[src/vc0_port_arb_pkg.sv]
// constants for the virtual channel 0 port arbitration control and status block
package vc0_port_arb_pkg;

   // register byte offsets
   localparam logic [31:0] OFF_CAPABILITY    = 32'h0000_0210;
   localparam logic [31:0] OFF_CONTROL       = 32'h0000_0214;
   localparam logic [31:0] OFF_STATUS        = 32'h0000_0218;

   // control register fields
   localparam int          CTL_LOAD_BIT      = 16;
   localparam int          CTL_SCHEME_LSB    = 17;
   localparam int          CTL_SCHEME_W      = 3;
   localparam int          CTL_CHANNEL_LSB   = 24;
   localparam int          CTL_CHANNEL_W     = 3;
   localparam int          CTL_ENABLE_BIT    = 31;
   localparam logic [2:0]  SCHEME_RESET      = 3'h0;
   localparam logic [2:0]  CHANNEL_ID_VALUE  = 3'h0;
   localparam logic        CHANNEL_EN_VALUE  = 1'h1;

   // status register fields
   localparam int          STS_TABLE_BIT     = 16;
   localparam int          STS_NEG_BIT       = 17;
   localparam logic        NEG_PENDING_VALUE = 1'h0;

   // capability field: one bit per scheme, only the hardware-fixed scheme
   localparam int          CAP_W             = 8;
   localparam logic [7:0]  CAP_RESET         = 8'h01;

   // byte lane that carries control bits 23:16
   localparam int          CTL_FIELD_LANE    = 2;

   // bus answers
   localparam logic [1:0]  RESP_OKAY         = 2'h0;
   localparam logic [1:0]  RESP_SLVERR       = 2'h2;

   // table coherency tracker states
   typedef enum logic [2:0] {
      TBL_CLEAN   = 3'b001,
      TBL_DIRTY   = 3'b010,
      TBL_LOADING = 3'b100
   } table_state_e;

endpackage
[src/arb_table_tracker.sv]
// coherency tracker for the port arbitration table of virtual channel 0
`timescale 1ns/1ns
module arb_table_tracker
   import vc0_port_arb_pkg::*;
(
   // clock and reset
   input  wire logic i_clk,
   input  wire logic i_reset_n,
   input  wire logic i_clk_en,
   // events
   input  wire logic i_table_write,
   input  wire logic i_load_request,
   input  wire logic i_load_done,
   // state
   output logic      o_table_status
);

   table_state_e state;
   table_state_e next_state;

   always_comb begin
      next_state = state;
      case (state)
         TBL_CLEAN: begin
            if (i_table_write) begin
               next_state = TBL_DIRTY;                                  // [RL5]
            end
         end
         TBL_DIRTY: begin
            // a load request moves on even if a write lands alongside it
            if (i_load_request) begin
               next_state = TBL_LOADING;                                // [RL6]
            end
         end
         TBL_LOADING: begin
            // a write during the load makes the loaded copy stale again: set wins
            if (i_table_write) begin
               next_state = TBL_DIRTY;                                  // [RL5]
            end else if (i_load_done) begin
               next_state = TBL_CLEAN;                                  // [RL6]
            end
         end
         default: begin
            next_state = TBL_DIRTY;
         end
      endcase
   end

   always_ff @(posedge i_clk or negedge i_reset_n) begin
      if (!i_reset_n) begin
         state <= TBL_CLEAN;
      end else if (i_clk_en) begin
         state <= next_state;
      end
   end

   always_ff @(posedge i_clk or negedge i_reset_n) begin
      if (!i_reset_n) begin
         o_table_status <= 1'b0;
      end else if (i_clk_en) begin
         o_table_status <= (next_state != TBL_CLEAN);                   // [RL5] [RL6]
      end
   end

endmodule // arb_table_tracker

[src/vc0_port_arb_ctl_status.sv]
// virtual channel 0 port arbitration control and status registers behind AXI4-Lite
//
// Behaviour
// RL1 - scheme selector bits 19:17, read-write, reset zero
// RL2 - software selects only advertised schemes
// RL3 - channel identifier bits 26:24 read zero
// RL4 - channel enable bit 31 reads one
// RL5 - table write sets table status bit 16
// RL6 - status clears once requested load completes
// RL7 - status meaningful only when scheme uses table
// RL8 - negotiation pending bit 17 reads zero
// RL9 - writing one to bit 16 requests load
// RL10 - capability advertises hardware-fixed scheme, bit 0
// RL11 - reserved bits read zero, ignore writes
`timescale 1ns/1ns
module vc0_port_arb_ctl_status
   import vc0_port_arb_pkg::*;
#(
   parameter int          ADDR_W          = 12,
   // schemes (one bit per selector value) that consult the port arbitration table
   parameter logic [7:0]  TABLE_SCHEMES   = 8'h00
)
(
   // clock and reset
   input  wire logic              i_clk,
   input  wire logic              i_reset_n,
   input  wire logic              i_clk_en,
   // axi4-lite write address
   input  wire logic [ADDR_W-1:0] i_axi_awaddr,
   input  wire logic              i_axi_awvalid,
   output logic                   o_axi_awready,
   // axi4-lite write data
   input  wire logic [31:0]       i_axi_wdata,
   input  wire logic [3:0]        i_axi_wstrb,
   input  wire logic              i_axi_wvalid,
   output logic                   o_axi_wready,
   // axi4-lite write response
   output logic [1:0]             o_axi_bresp,
   output logic                   o_axi_bvalid,
   input  wire logic              i_axi_bready,
   // axi4-lite read address
   input  wire logic [ADDR_W-1:0] i_axi_araddr,
   input  wire logic              i_axi_arvalid,
   output logic                   o_axi_arready,
   // axi4-lite read data
   output logic [31:0]            o_axi_rdata,
   output logic [1:0]             o_axi_rresp,
   output logic                   o_axi_rvalid,
   input  wire logic              i_axi_rready,
   // arbitration logic side
   input  wire logic              i_table_write,
   input  wire logic              i_load_done,
   output logic                   o_load_request,
   output logic [2:0]             o_arb_scheme_select,
   output logic                   o_arb_table_status,
   output logic                   o_arb_table_status_valid
);

   if (ADDR_W < 10 || ADDR_W > 32) begin : g_bad_addr_w
      $error("ADDR_W must be 10..32 to reach the register offsets");
   end

   // write path holding registers; address and data may arrive in either order
   logic              aw_held;
   logic [ADDR_W-1:0] aw_addr;
   logic              w_held;
   logic [31:0]       w_data;
   logic [3:0]        w_strb;
   logic              do_write;
   logic              wr_control;
   logic              wr_mapped;
   logic              ar_take;
   logic              rd_mapped;
   logic [31:0]       rd_value;
   logic [2:0]        arb_scheme_select;
   logic              table_status;
   logic              load_pulse;
   // registered response valids, shown only while the block is enabled
   logic              b_pending;
   logic              r_pending;

   function automatic logic hit(input logic [ADDR_W-1:0] addr, input logic [31:0] off);
      hit = (addr[ADDR_W-1:2] == off[ADDR_W-1:2]);
   endfunction

   // readies drop while the clock enable is low so no beat is taken and lost
   assign o_axi_awready = i_clk_en & ~aw_held & ~b_pending;
   assign o_axi_wready  = i_clk_en & ~w_held & ~b_pending;
   assign o_axi_arready = i_clk_en & ~r_pending;
   // valids are masked too: a frozen slave cannot retire a response it shows
   assign o_axi_bvalid  = i_clk_en & b_pending;
   assign o_axi_rvalid  = i_clk_en & r_pending;

   assign do_write   = aw_held & w_held & ~b_pending;
   assign wr_control = hit(aw_addr, OFF_CONTROL);
   assign wr_mapped  = wr_control | hit(aw_addr, OFF_STATUS) | hit(aw_addr, OFF_CAPABILITY);
   assign ar_take    = i_axi_arvalid & o_axi_arready;

   always_ff @(posedge i_clk or negedge i_reset_n) begin
      if (!i_reset_n) begin
         aw_held <= 1'b0;
         aw_addr <= '0;
      end else if (i_clk_en) begin
         if (i_axi_awvalid && o_axi_awready) begin
            aw_held <= 1'b1;
            aw_addr <= i_axi_awaddr;
         end else if (do_write) begin
            aw_held <= 1'b0;
         end
      end
   end

   always_ff @(posedge i_clk or negedge i_reset_n) begin
      if (!i_reset_n) begin
         w_held <= 1'b0;
         w_data <= 32'h0000_0000;
         w_strb <= 4'h0;
      end else if (i_clk_en) begin
         if (i_axi_wvalid && o_axi_wready) begin
            w_held <= 1'b1;
            w_data <= i_axi_wdata;
            w_strb <= i_axi_wstrb;
         end else if (do_write) begin
            w_held <= 1'b0;
         end
      end
   end

   always_ff @(posedge i_clk or negedge i_reset_n) begin
      if (!i_reset_n) begin
         b_pending   <= 1'b0;
         o_axi_bresp <= RESP_OKAY;
      end else if (i_clk_en) begin
         if (do_write) begin
            b_pending   <= 1'b1;
            o_axi_bresp <= wr_mapped ? RESP_OKAY : RESP_SLVERR;
         end else if (i_axi_bready) begin
            b_pending   <= 1'b0;
         end
      end
   end

   // scheme selector is stored as written; an unadvertised value is software's fault
   always_ff @(posedge i_clk or negedge i_reset_n) begin
      if (!i_reset_n) begin
         arb_scheme_select <= SCHEME_RESET;                              // [RL1]
      end else if (i_clk_en) begin
         if (do_write && wr_control && w_strb[CTL_FIELD_LANE]) begin
            arb_scheme_select <= w_data[CTL_SCHEME_LSB +: CTL_SCHEME_W]; // [RL1] [RL2]
         end
      end
   end

   // only a written one requests a load; the bit itself is never stored
   always_ff @(posedge i_clk or negedge i_reset_n) begin
      if (!i_reset_n) begin
         load_pulse <= 1'b0;
      end else if (i_clk_en) begin
         load_pulse <= do_write & wr_control & w_strb[CTL_FIELD_LANE]
                       & w_data[CTL_LOAD_BIT];                           // [RL9]
      end
   end

   // the flag is kept for every scheme; only the valid output tells when it counts
   arb_table_tracker u_tracker (
      .i_clk          (i_clk),
      .i_reset_n      (i_reset_n),
      .i_clk_en       (i_clk_en),
      .i_table_write  (i_table_write),
      .i_load_request (load_pulse),
      .i_load_done    (i_load_done),
      .o_table_status (table_status)
   );

   always_comb begin
      rd_value  = 32'h0000_0000;                                         // [RL11]
      rd_mapped = 1'b1;
      if (hit(i_axi_araddr, OFF_CAPABILITY)) begin
         rd_value[CAP_W-1:0] = CAP_RESET;                                // [RL10]
      end else if (hit(i_axi_araddr, OFF_CONTROL)) begin
         rd_value[CTL_LOAD_BIT]                       = 1'b0;            // [RL9]
         rd_value[CTL_SCHEME_LSB +: CTL_SCHEME_W]     = arb_scheme_select; // [RL1]
         rd_value[CTL_CHANNEL_LSB +: CTL_CHANNEL_W]   = CHANNEL_ID_VALUE;  // [RL3]
         rd_value[CTL_ENABLE_BIT]                     = CHANNEL_EN_VALUE;  // [RL4]
      end else if (hit(i_axi_araddr, OFF_STATUS)) begin
         rd_value[STS_TABLE_BIT] = table_status;                         // [RL5] [RL6]
         rd_value[STS_NEG_BIT]   = NEG_PENDING_VALUE;                    // [RL8]
      end else begin
         rd_mapped = 1'b0;
      end
   end

   always_ff @(posedge i_clk or negedge i_reset_n) begin
      if (!i_reset_n) begin
         r_pending   <= 1'b0;
         o_axi_rdata <= 32'h0000_0000;
         o_axi_rresp <= RESP_OKAY;
      end else if (i_clk_en) begin
         if (ar_take) begin
            r_pending   <= 1'b1;
            o_axi_rdata <= rd_value;
            o_axi_rresp <= rd_mapped ? RESP_OKAY : RESP_SLVERR;
         end else if (i_axi_rready) begin
            r_pending   <= 1'b0;
         end
      end
   end

   always_ff @(posedge i_clk or negedge i_reset_n) begin
      if (!i_reset_n) begin
         // follows the reset scheme, so the flag is right from the first cycle
         o_arb_table_status_valid <= TABLE_SCHEMES[SCHEME_RESET];        // [RL7]
      end else if (i_clk_en) begin
         o_arb_table_status_valid <= TABLE_SCHEMES[arb_scheme_select];   // [RL7]
      end
   end

   assign o_load_request      = load_pulse;
   assign o_arb_scheme_select = arb_scheme_select;
   assign o_arb_table_status  = table_status;

endmodule // vc0_port_arb_ctl_status

[config.mk]
export PLATFORM = sky130hd
export DESIGN_NAME = vc0_port_arb_ctl_status
export DESIGN_NICKNAME = d
export VERILOG_FILES = /design/src/vc0_port_arb_pkg.sv /design/src/arb_table_tracker.sv /design/src/vc0_port_arb_ctl_status.sv
export SDC_FILE = /design/constraint.sdc
export NUM_CORES = 1
export LEC_CHECK = 0
export ABC_AREA = 1
export BUFFER_PORTS_ARGS = -buffer_cell sky130_fd_sc_hd__clkbuf_2
export CAP_MARGIN = 0
export CORE_ASPECT_RATIO = 0.5
export CORE_MARGIN = 2
export CORE_UTILIZATION = 40
export DETAILED_ROUTE_END_ITERATION = 7
export GPL_TIMING_DRIVEN = 1
export PLACE_DENSITY = 0.75
export SLEW_MARGIN = 10
export SYNTH_ARGS = -nofsm -noshare
export SYNTH_HDL_FRONTEND = slang
export SYNTH_SLANG_ARGS = --single-unit
[constraint.sdc]
create_clock -name i_clk -period 2.47 [get_ports i_clk]
set_input_delay 0.494 -clock i_clk [delete_from_list [all_inputs] [get_ports i_clk]]
set_output_delay 0.494 -clock i_clk [all_outputs]
set_load 0.01 [all_outputs]
==> run_summary.xml, run 1 <==
<?xml version="1.0" encoding="UTF-8"?>
<metrics>
  <group name="outcome">
    <metric name="status" unit="">finished, final reports clean</metric>
  </group>
  <group name="clock_tree">
    <metric name="max-clock-path-buffers" unit="">2</metric>
    <metric name="ctsRootBufferMaster" unit="">clkbuf_8</metric>
    <metric name="numClockSinks" unit="">35</metric>
    <metric name="post_cts_resized" unit="">0</metric>
    <metric name="tritoncts.num_buffers" unit="">5</metric>
    <metric name="worst_skew_pair.late_latency" unit="ns">0.28</metric>
    <metric name="clock_transition_at_the_registers_of_the_reported_paths" unit="ns">0.07</metric>
    <metric name="hold_fix_buffers_at_cts" unit="">0</metric>
    <metric name="postCtsSetupRepairBufs" unit="">0</metric>
    <metric name="h-tree-depth" unit="">2</metric>
    <metric name="cts_tree" unit="">done</metric>
  </group>
  <group name="grt">
    <metric name="vias_in_the_first_global_route" unit="">1387</metric>
    <metric name="overflow" unit="">0</metric>
    <metric name="track_usage" unit="%">14.3</metric>
    <metric name="initial_antenna_violation_count" unit="">0</metric>
    <metric name="wire_length_of_the_first_global_routing_pass" unit="mm">5.94</metric>
    <metric name="grt_max_degree" unit="">36</metric>
  </group>
  <group name="floorplanning">
    <metric name="core_area" unit="sq mm">0.00451</metric>
    <metric name="die_width" unit="um">102</metric>
    <metric name="io-pin-count" unit="">117</metric>
    <metric name="fp-row-count" unit="">17</metric>
    <metric name="vert_die_dim" unit="um">52.9</metric>
    <metric name="floorplan.die_area" unit="sq mm">0.00539</metric>
    <metric name="initial_utilization" unit="%">42.5</metric>
  </group>
  <group name="placement">
    <metric name="buffer_ports.inserted" unit="">52</metric>
    <metric name="dpl.cell_count" unit="">350</metric>
    <metric name="place_congestion" unit="">0.757</metric>
    <metric name="detailed_place_hpwl" unit="mm">2.87</metric>
  </group>
  <group name="critical_path">
    <metric name="cp.arrival" unit="ns">1.27</metric>
    <metric name="critPathMaxFanout" unit="">10</metric>
    <metric name="worstReg2RegEnd" unit="">o_arb_scheme_select[1]</metric>
    <metric name="critical_path.cell_chain" unit="">clkbuf_2, inv_6, nor2_8, inv_4, nor2_8, clkbuf_2</metric>
    <metric name="rr_startpoint" unit="">aw_addr[5]</metric>
    <metric name="worstSetupPathType" unit="">in -&gt; out</metric>
    <metric name="r2r_slack" unit="ns">1.05</metric>
    <metric name="worstPathRequired" unit="ns">1.98</metric>
    <metric name="timing.critical_path.slowest_stage_cell" unit="">clkbuf_2</metric>
    <metric name="crit_path_start_kind" unit="">input port</metric>
    <metric name="crit_path_end_kind" unit="">output port</metric>
    <metric name="timing.reg2reg.worst_path_depth" unit="">6</metric>
    <metric name="critPathMaxStageDelay" unit="ns">0.21</metric>
  </group>
  <group name="routing">
    <metric name="route.top_layer_used" unit="">met4</metric>
    <metric name="route.met2.wl" unit="mm">1.61</metric>
    <metric name="route.layer.met1.wl" unit="mm">1.67</metric>
    <metric name="vias_per_cell" unit="">4.45</metric>
    <metric name="antenna_violating_nets_remaining" unit="">0</metric>
    <metric name="met3WireLength" unit="um">292</metric>
    <metric name="drt-pass1-iter-count" unit="">4</metric>
    <metric name="drt-total-wl" unit="mm">3.60</metric>
    <metric name="post-route-drc-count" unit="">0</metric>
    <metric name="vias" unit="">1592</metric>
    <metric name="wire_per_inst" unit="um">10.1</metric>
    <metric name="drt_iter0_drc" unit="">54</metric>
  </group>
  <group name="sta">
    <metric name="grt_setup_unrepaired" unit="">false</metric>
    <metric name="max_slew.worst_pin.slew" unit="ns">0.830</metric>
    <metric name="final_period_minus_worst_setup_slack" unit="ns">1.77</metric>
    <metric name="drv_slew" unit="">0</metric>
    <metric name="clock_skew" unit="ns">0.00161</metric>
    <metric name="timing.max_slew.rel_slack" unit="%">44.7</metric>
    <metric name="timing.fmax" unit="MHz">566</metric>
    <metric name="timing.final.hold_violations" unit="">0</metric>
    <metric name="final_min_period_over_clock_period" unit="%">71.5</metric>
    <metric name="final.setup.tns" unit="ns">0</metric>
    <metric name="hold_ws" unit="ns">0.299</metric>
    <metric name="final-setup-viol-count" unit="">0</metric>
  </group>
  <group name="synthesis">
    <metric name="synthDominantCellAreaShare" unit="%">44.4</metric>
    <metric name="post_synth.cell_area_avg" unit="sq um">8.12</metric>
    <metric name="postSynthRegisterBits" unit="">35</metric>
    <metric name="syn-instance-count" unit="">236</metric>
    <metric name="netlist_area_before_placement" unit="sq mm">0.00192</metric>
    <metric name="number_of_warnings_issued_by_yosys" unit="">0</metric>
    <metric name="synth_top_area_cell" unit="">dfrtp_1</metric>
    <metric name="synth-seq-area-share" unit="%">45.8</metric>
    <metric name="synthTopCellsByArea" unit="">dfrtp_1, nand2_1, buf_4</metric>
    <metric name="post_synth_num_cell_types" unit="">25</metric>
  </group>
  <group name="power">
    <metric name="power.ir.vdd_worst" unit="mV">0.478</metric>
    <metric name="pwr-share-seq" unit="%">48.5</metric>
    <metric name="internal-power" unit="uW">1170</metric>
    <metric name="p_sw" unit="uW">603</metric>
    <metric name="total_power" unit="uW">1780</metric>
    <metric name="p_comb_share" unit="%">26.4</metric>
    <metric name="clock_power_share" unit="%">25.1</metric>
    <metric name="switching_share" unit="%">33.9</metric>
    <metric name="total_power_divided_by_cell_area" unit="mW/mm^2">801</metric>
    <metric name="leakage" unit="uW">0.00128</metric>
  </group>
  <group name="final_layout">
    <metric name="layout.cells.most_common_list" unit="">nand2_1, clkbuf_2, dfrtp_1</metric>
    <metric name="area_delta_synth_final" unit="%">15.8</metric>
    <metric name="finish.net_count" unit="">361</metric>
    <metric name="fillCellCount" unit="">442</metric>
    <metric name="utilization" unit="%">49.2</metric>
    <metric name="antenna_cells_inserted" unit="">0</metric>
    <metric name="layout-drive-gt1-share" unit="%">24.7</metric>
    <metric name="commonest_non_fill_non_tap_cell_in_the_layout" unit="">nand2_1</metric>
    <metric name="instances_no_fill" unit="">358</metric>
  </group>
  <group name="hold_path">
    <metric name="worstHoldPathType" unit="">in -&gt; async</metric>
  </group>
  <group name="flow_run">
    <metric name="max_cap_viols" unit="">0</metric>
  </group>
</metrics>
[flip-flops by register name (all words and copies together), names as in the netlist]
signal                    count
aw_addr                      10
o_axi_rdata                   6
w_data                        4
o_arb_scheme_select           3
u_tracker.state               3
aw_held                       1
b_pending                     1
o_axi_bresp                   1
o_axi_rresp                   1
o_load_request                1
r_pending                     1
u_tracker.o_table_status      1
w_held                        1
w_strb                        1
[final cells by class]
cell class	instances	area (sq um)	share of cell area, %
timing repair buffer	52	260	11.7
multi-input combinational	174	805	36.3
sequential	35	877	39.5
inverter	23	93.8	4.23
tap	66	82.6	3.72
clock buffer	8	100	4.51
[worst max-delay path by stage]
stage / from / to / slack (ns) / cells after the start
after floorplan: i_clk_en / o_axi_wready / 1.03 / 5
after global placement: i_clk_en / o_axi_awready / 0.70 / 6
after detailed placement: i_clk_en / o_axi_awready / 0.70 / 6
after CTS: i_clk_en / o_axi_awready / 0.70 / 6
after global routing: i_clk_en / o_axi_awready / 0.64 / 6
final: i_clk_en / o_axi_awready / 0.70 / 6
[cell usage after synthesis]
cell type and instances:
nand2_1 73, dfrtp_1 34, buf_4 29, nand3_1 26
inv_1 20, nor2_1 15, nand4_1 9, o21ai_0 5
nor2_4 3, a21oi_1 2, buf_6 2, nand2_2 2
nor2_8 2, nor3_1 2, o21a_1 2, a21oi_2 1
buf_2 1, conb_1 1, dfstp_2 1, inv_2 1
inv_4 1, inv_6 1, nand2_4 1, nand3b_1 1
o21ai_1 1
[layer usage]
metal,vias up,GRT usage (%)
li1,802,-
met1,716,18.4
met2,69,24.2
met3,5,3.43
met4,0,4.67
met5,-,0
[power groups by stage]
stage,registers (uW),logic [uW],clock network [uW]
detailed placement,872,475,0
finish,861,469,446
global route,879,540,493
global placement,861,458,0
CTS,861,476,459
floorplan,857,375,0
[critical path, delay by kind of cell]
family,cells,cell delay (ns)
buffers and inverters,4,0.51
and+or+nand+nor,2,0.25
[through the flow]
step,setup slack (ns),instance area [sq um]
after floorplan,1.03,2020
after global placement,0.702,2120
after detailed placement,0.698,2120
after CTS,0.697,2220
after global routing,0.640,2220
final,0.704,2220
[cells by family after synthesis]
logic type,synth area share (%)
and+or+nand+nor,33.0
buffers and inverters,17.7
DFF,45.8
AOI/OAI and AO/OA,3.33
other,0.196
(Power assumes the default switching activity.)
==> inputs of run 2 (changes only) <==
- ABC_AREA: 1 -> 0
- CORE_UTILIZATION: 40 -> 38
- PLACE_DENSITY: 0.75 -> 0.77
- clock period: 2.47 -> 1.6 ns (I/O delays scaled with it)
==> run 2 against run 1 <==
  * Count of clock-buffer cells in the layout decreased by 3
  * Global-route usage fell by 0.93 points
  * Clock power grew 37%
  * Synthesized area is 7.5% lower
  * Utilization down 1.9 points
  * Critical path depth down 3
  * Register-to-register slack lost 0.93 ns
  * Clock skew is essentially flat
  * Synthesized cell count is 33% lower
  * Worst hold slack got worse by 0.24 ns
==> run_summary.xml, run 2 <==
<?xml version="1.0" encoding="UTF-8"?>
<metrics>
  <group name="sta">
    <metric name="timing.fmax" unit="MHz">674</metric>
    <metric name="clock_skew" unit="ns">0.00162</metric>
    <metric name="max_slew.worst_pin.slew" unit="ns">0.500</metric>
    <metric name="final_period_minus_worst_setup_slack" unit="ns">1.48</metric>
    <metric name="drv_slew" unit="">0</metric>
    <metric name="timing.final.hold_violations" unit="">0</metric>
    <metric name="grt_setup_unrepaired" unit="">false</metric>
    <metric name="timing.max_slew.rel_slack" unit="%">66.2</metric>
    <metric name="hold_ws" unit="ns">0.0599</metric>
    <metric name="worst_slack" unit="ns">0.117</metric>
    <metric name="final.setup.tns" unit="ns">0</metric>
    <metric name="final-setup-viol-count" unit="">0</metric>
    <metric name="final_min_period_over_clock_period" unit="%">92.7</metric>
  </group>
  <group name="synthesis">
    <metric name="yosys-mux-area-fraction" unit="%">11.4</metric>
    <metric name="synth-compound-area-share" unit="%">8.40</metric>
    <metric name="combinational_family_with_the_most_area_after_synthesis" unit="">simple AND/OR/NAND/NOR gates</metric>
    <metric name="yosysMostFrequentCell" unit="">dfrtp_1</metric>
    <metric name="netlist_area_before_placement" unit="sq mm">0.00177</metric>
    <metric name="synth_edf_count" unit="">0</metric>
    <metric name="syn-instance-count" unit="">158</metric>
    <metric name="synth_top_area_cell" unit="">dfrtp_1</metric>
    <metric name="post_synth_most_frequent_cells" unit="">dfrtp_1, buf_4, nand2_1</metric>
    <metric name="number_of_warnings_issued_by_yosys" unit="">0</metric>
    <metric name="yosys_most_used_dff" unit="">dfrtp_1</metric>
    <metric name="asyncSetResetFlopFracSynth" unit="%">100</metric>
    <metric name="synth-adder-area-share" unit="%">0</metric>
    <metric name="synthTopCellsByArea" unit="">dfrtp_1, buf_4, mux2_1</metric>
    <metric name="simple_gate_fraction_of_synth_area" unit="%">15.8</metric>
    <metric name="post_synth.cell_area_avg" unit="sq um">11.2</metric>
    <metric name="synth-seq-area-share" unit="%">49.5</metric>
    <metric name="post_synth_num_cell_types" unit="">35</metric>
    <metric name="synthesized_area_fraction_occupied_by_xor_and_xnor_cells" unit="%">0</metric>
    <metric name="postSynthRegisterBits" unit="">35</metric>
    <metric name="synthDominantCellAreaShare" unit="%">48.0</metric>
  </group>
  <group name="grt">
    <metric name="track_usage" unit="%">13.4</metric>
    <metric name="wire_length_of_the_first_global_routing_pass" unit="mm">5.30</metric>
    <metric name="overflow" unit="">0</metric>
    <metric name="grt_max_degree" unit="">36</metric>
    <metric name="initial_antenna_violation_count" unit="">0</metric>
    <metric name="vias_in_the_first_global_route" unit="">1170</metric>
  </group>
  <group name="floorplanning">
    <metric name="io-pin-count" unit="">117</metric>
    <metric name="fp-row-count" unit="">17</metric>
    <metric name="floorplan.die_area" unit="sq mm">0.00526</metric>
    <metric name="die_width" unit="um">101</metric>
    <metric name="initial_utilization" unit="%">39.9</metric>
    <metric name="vert_die_dim" unit="um">52.3</metric>
    <metric name="core_area" unit="sq mm">0.00445</metric>
  </group>
  <group name="final_layout">
    <metric name="final_design_area_no_fill" unit="sq mm">0.00210</metric>
    <metric name="area_delta_synth_final" unit="%">18.7</metric>
    <metric name="layout.cells.most_common_list" unit="">clkbuf_2, dfrtp_1, conb_1</metric>
    <metric name="instances_no_fill" unit="">275</metric>
    <metric name="top_regs" unit="">aw_addr (10), o_axi_rdata (6), w_data (4)</metric>
    <metric name="antenna_cells_inserted" unit="">0</metric>
    <metric name="layout-drive-gt1-share" unit="%">35.3</metric>
    <metric name="register_bank_with_the_most_flops" unit="">aw_addr</metric>
    <metric name="finish.net_count" unit="">287</metric>
    <metric name="commonest_non_fill_non_tap_cell_in_the_layout" unit="">clkbuf_2</metric>
    <metric name="largest_register_ffs" unit="">10</metric>
  </group>
  <group name="routing">
    <metric name="wire_per_inst" unit="um">12.0</metric>
    <metric name="vias_per_cell" unit="">4.59</metric>
    <metric name="drt-pass1-iter-count" unit="">4</metric>
    <metric name="vias" unit="">1263</metric>
    <metric name="post-route-drc-count" unit="">0</metric>
    <metric name="antenna_violating_nets_remaining" unit="">0</metric>
    <metric name="drt-total-wl" unit="mm">3.30</metric>
    <metric name="drt_iter0_drc" unit="">54</metric>
  </group>
  <group name="placement">
    <metric name="place_area" unit="sq mm">0.00201</metric>
    <metric name="detailed_place_hpwl" unit="mm">2.61</metric>
    <metric name="buffer_ports.inserted" unit="">52</metric>
    <metric name="place_congestion" unit="">0.718</metric>
    <metric name="dpl.cell_count" unit="">267</metric>
    <metric name="place_ws" unit="ns">0.0303</metric>
  </group>
  <group name="clock_tree">
    <metric name="clock_transition_at_the_registers_of_the_reported_paths" unit="ns">0.07</metric>
    <metric name="h-tree-depth" unit="">2</metric>
    <metric name="hold_fix_buffers_at_cts" unit="">0</metric>
    <metric name="tritoncts.num_buffers" unit="">5</metric>
    <metric name="postCtsSetupRepairBufs" unit="">0</metric>
    <metric name="numClockSinks" unit="">35</metric>
    <metric name="post_cts_resized" unit="">0</metric>
    <metric name="cts_tree" unit="">done</metric>
    <metric name="ctsRootBufferMaster" unit="">clkbuf_8</metric>
    <metric name="worst_skew_pair.late_latency" unit="ns">0.29</metric>
    <metric name="max-clock-path-buffers" unit="">2</metric>
  </group>
  <group name="power">
    <metric name="power.ir.vdd_worst" unit="mV">0.766</metric>
    <metric name="total_power_divided_by_cell_area" unit="mW/mm^2">1210</metric>
    <metric name="clock_power_share" unit="%">24.1</metric>
    <metric name="switching_share" unit="%">30.4</metric>
    <metric name="internal-power" unit="uW">1770</metric>
    <metric name="p_comb_share" unit="%">23.6</metric>
    <metric name="leakage" unit="uW">0.00105</metric>
    <metric name="pwr-share-seq" unit="%">52.3</metric>
    <metric name="p_sw" unit="uW">770</metric>
  </group>
  <group name="critical_path">
    <metric name="r2r_slack" unit="ns">0.12</metric>
    <metric name="worstSetupPathType" unit="">reg -&gt; reg</metric>
    <metric name="crit_path_end_kind" unit="">flip-flop</metric>
    <metric name="timing.reg2reg.worst_path_depth" unit="">3</metric>
    <metric name="worstPathRequired" unit="ns">1.77</metric>
    <metric name="crit_path_start_kind" unit="">flip-flop</metric>
    <metric name="cp.arrival" unit="ns">1.65</metric>
    <metric name="critPathMaxFanout" unit="">4</metric>
  </group>
  <group name="hold_path">
    <metric name="worstHoldPathType" unit="">in -&gt; async</metric>
  </group>
  <group name="outcome">
    <metric name="status" unit="">finished, final reports clean</metric>
  </group>
  <group name="flow_run">
    <metric name="max_cap_viols" unit="">0</metric>
  </group>
</metrics>
[run 2: final cells by class]
| type | count | area, sq um |
|---|---|---|
| Timing Repair Buffer | 56 | 290 |
| Multi-Input combinational cell | 112 | 754 |
| Clock inverter | 3 | 15.0 |
| Tap cell | 57 | 71.3 |
| Clock buffer | 5 | 68.8 |
| Fill cell | 415 | 2340 |
| Inverter | 7 | 26.3 |
| Sequential cell | 35 | 877 |
[run 2: kinds of logic (layout without fill, tap and decap cells)]
| group | count (synthesis) | count (layout) |
|---|---|---|
| buffers and inverters | 39 | 71 |
| and+or+nand+nor | 43 | 43 |
| DFF | 35 | 35 |
| AOI/OAI and AO/OA | 22 | 22 |
| muxes | 18 | 18 |
| other | 1 | 29 |
[run 2: worst paths after layout]
kind / from / end
hold / removal: i_reset_n / w_strb[2]
min in group i_clk: i_axi_rready / r_pending
hold reg to reg: o_axi_rdata[16] / o_axi_rdata[16]
max in group asynchronous: i_reset_n / u_tracker.state[0]
setup / recovery: aw_addr[5] / o_arb_scheme_select[1]
setup reg to reg: aw_addr[5] / o_arb_scheme_select[1]
[run 2: critical path, stage by stage, from the launching register on]
cell and delay, ns:
dfrtp_1 0.39, nor4b_2 0.38, nand4_2 0.23, mux2_1 0.37
[run 2: per-layer routing]
metal  global-route usage (%)  wire length, um  vias up
met5                        0                0        -
met4                     8.22               77        0
met3                     2.80              160        7
met2                     24.4             1710       43
met1                     14.7             1350      601
li1                         -                -      612
[run 2: power groups by stage]
stage,registers [uW],logic [uW],clock network (uW)
final,1330,598,611
after global placement,1310,564,0
after global routing,1360,662,672
after floorplan,1290,467,0
after detailed placement,1330,587,0
after CTS,1320,590,631
[run 2: through the flow]
stage,util (%),power [uW]
5_1_grt,47.3,2690
3_3_place_gp,45.1,1870
4_1_cts,47.0,2540
6_report,47.3,2540
2_1_floorplan,-,1750
3_5_place_dp,45.1,1920
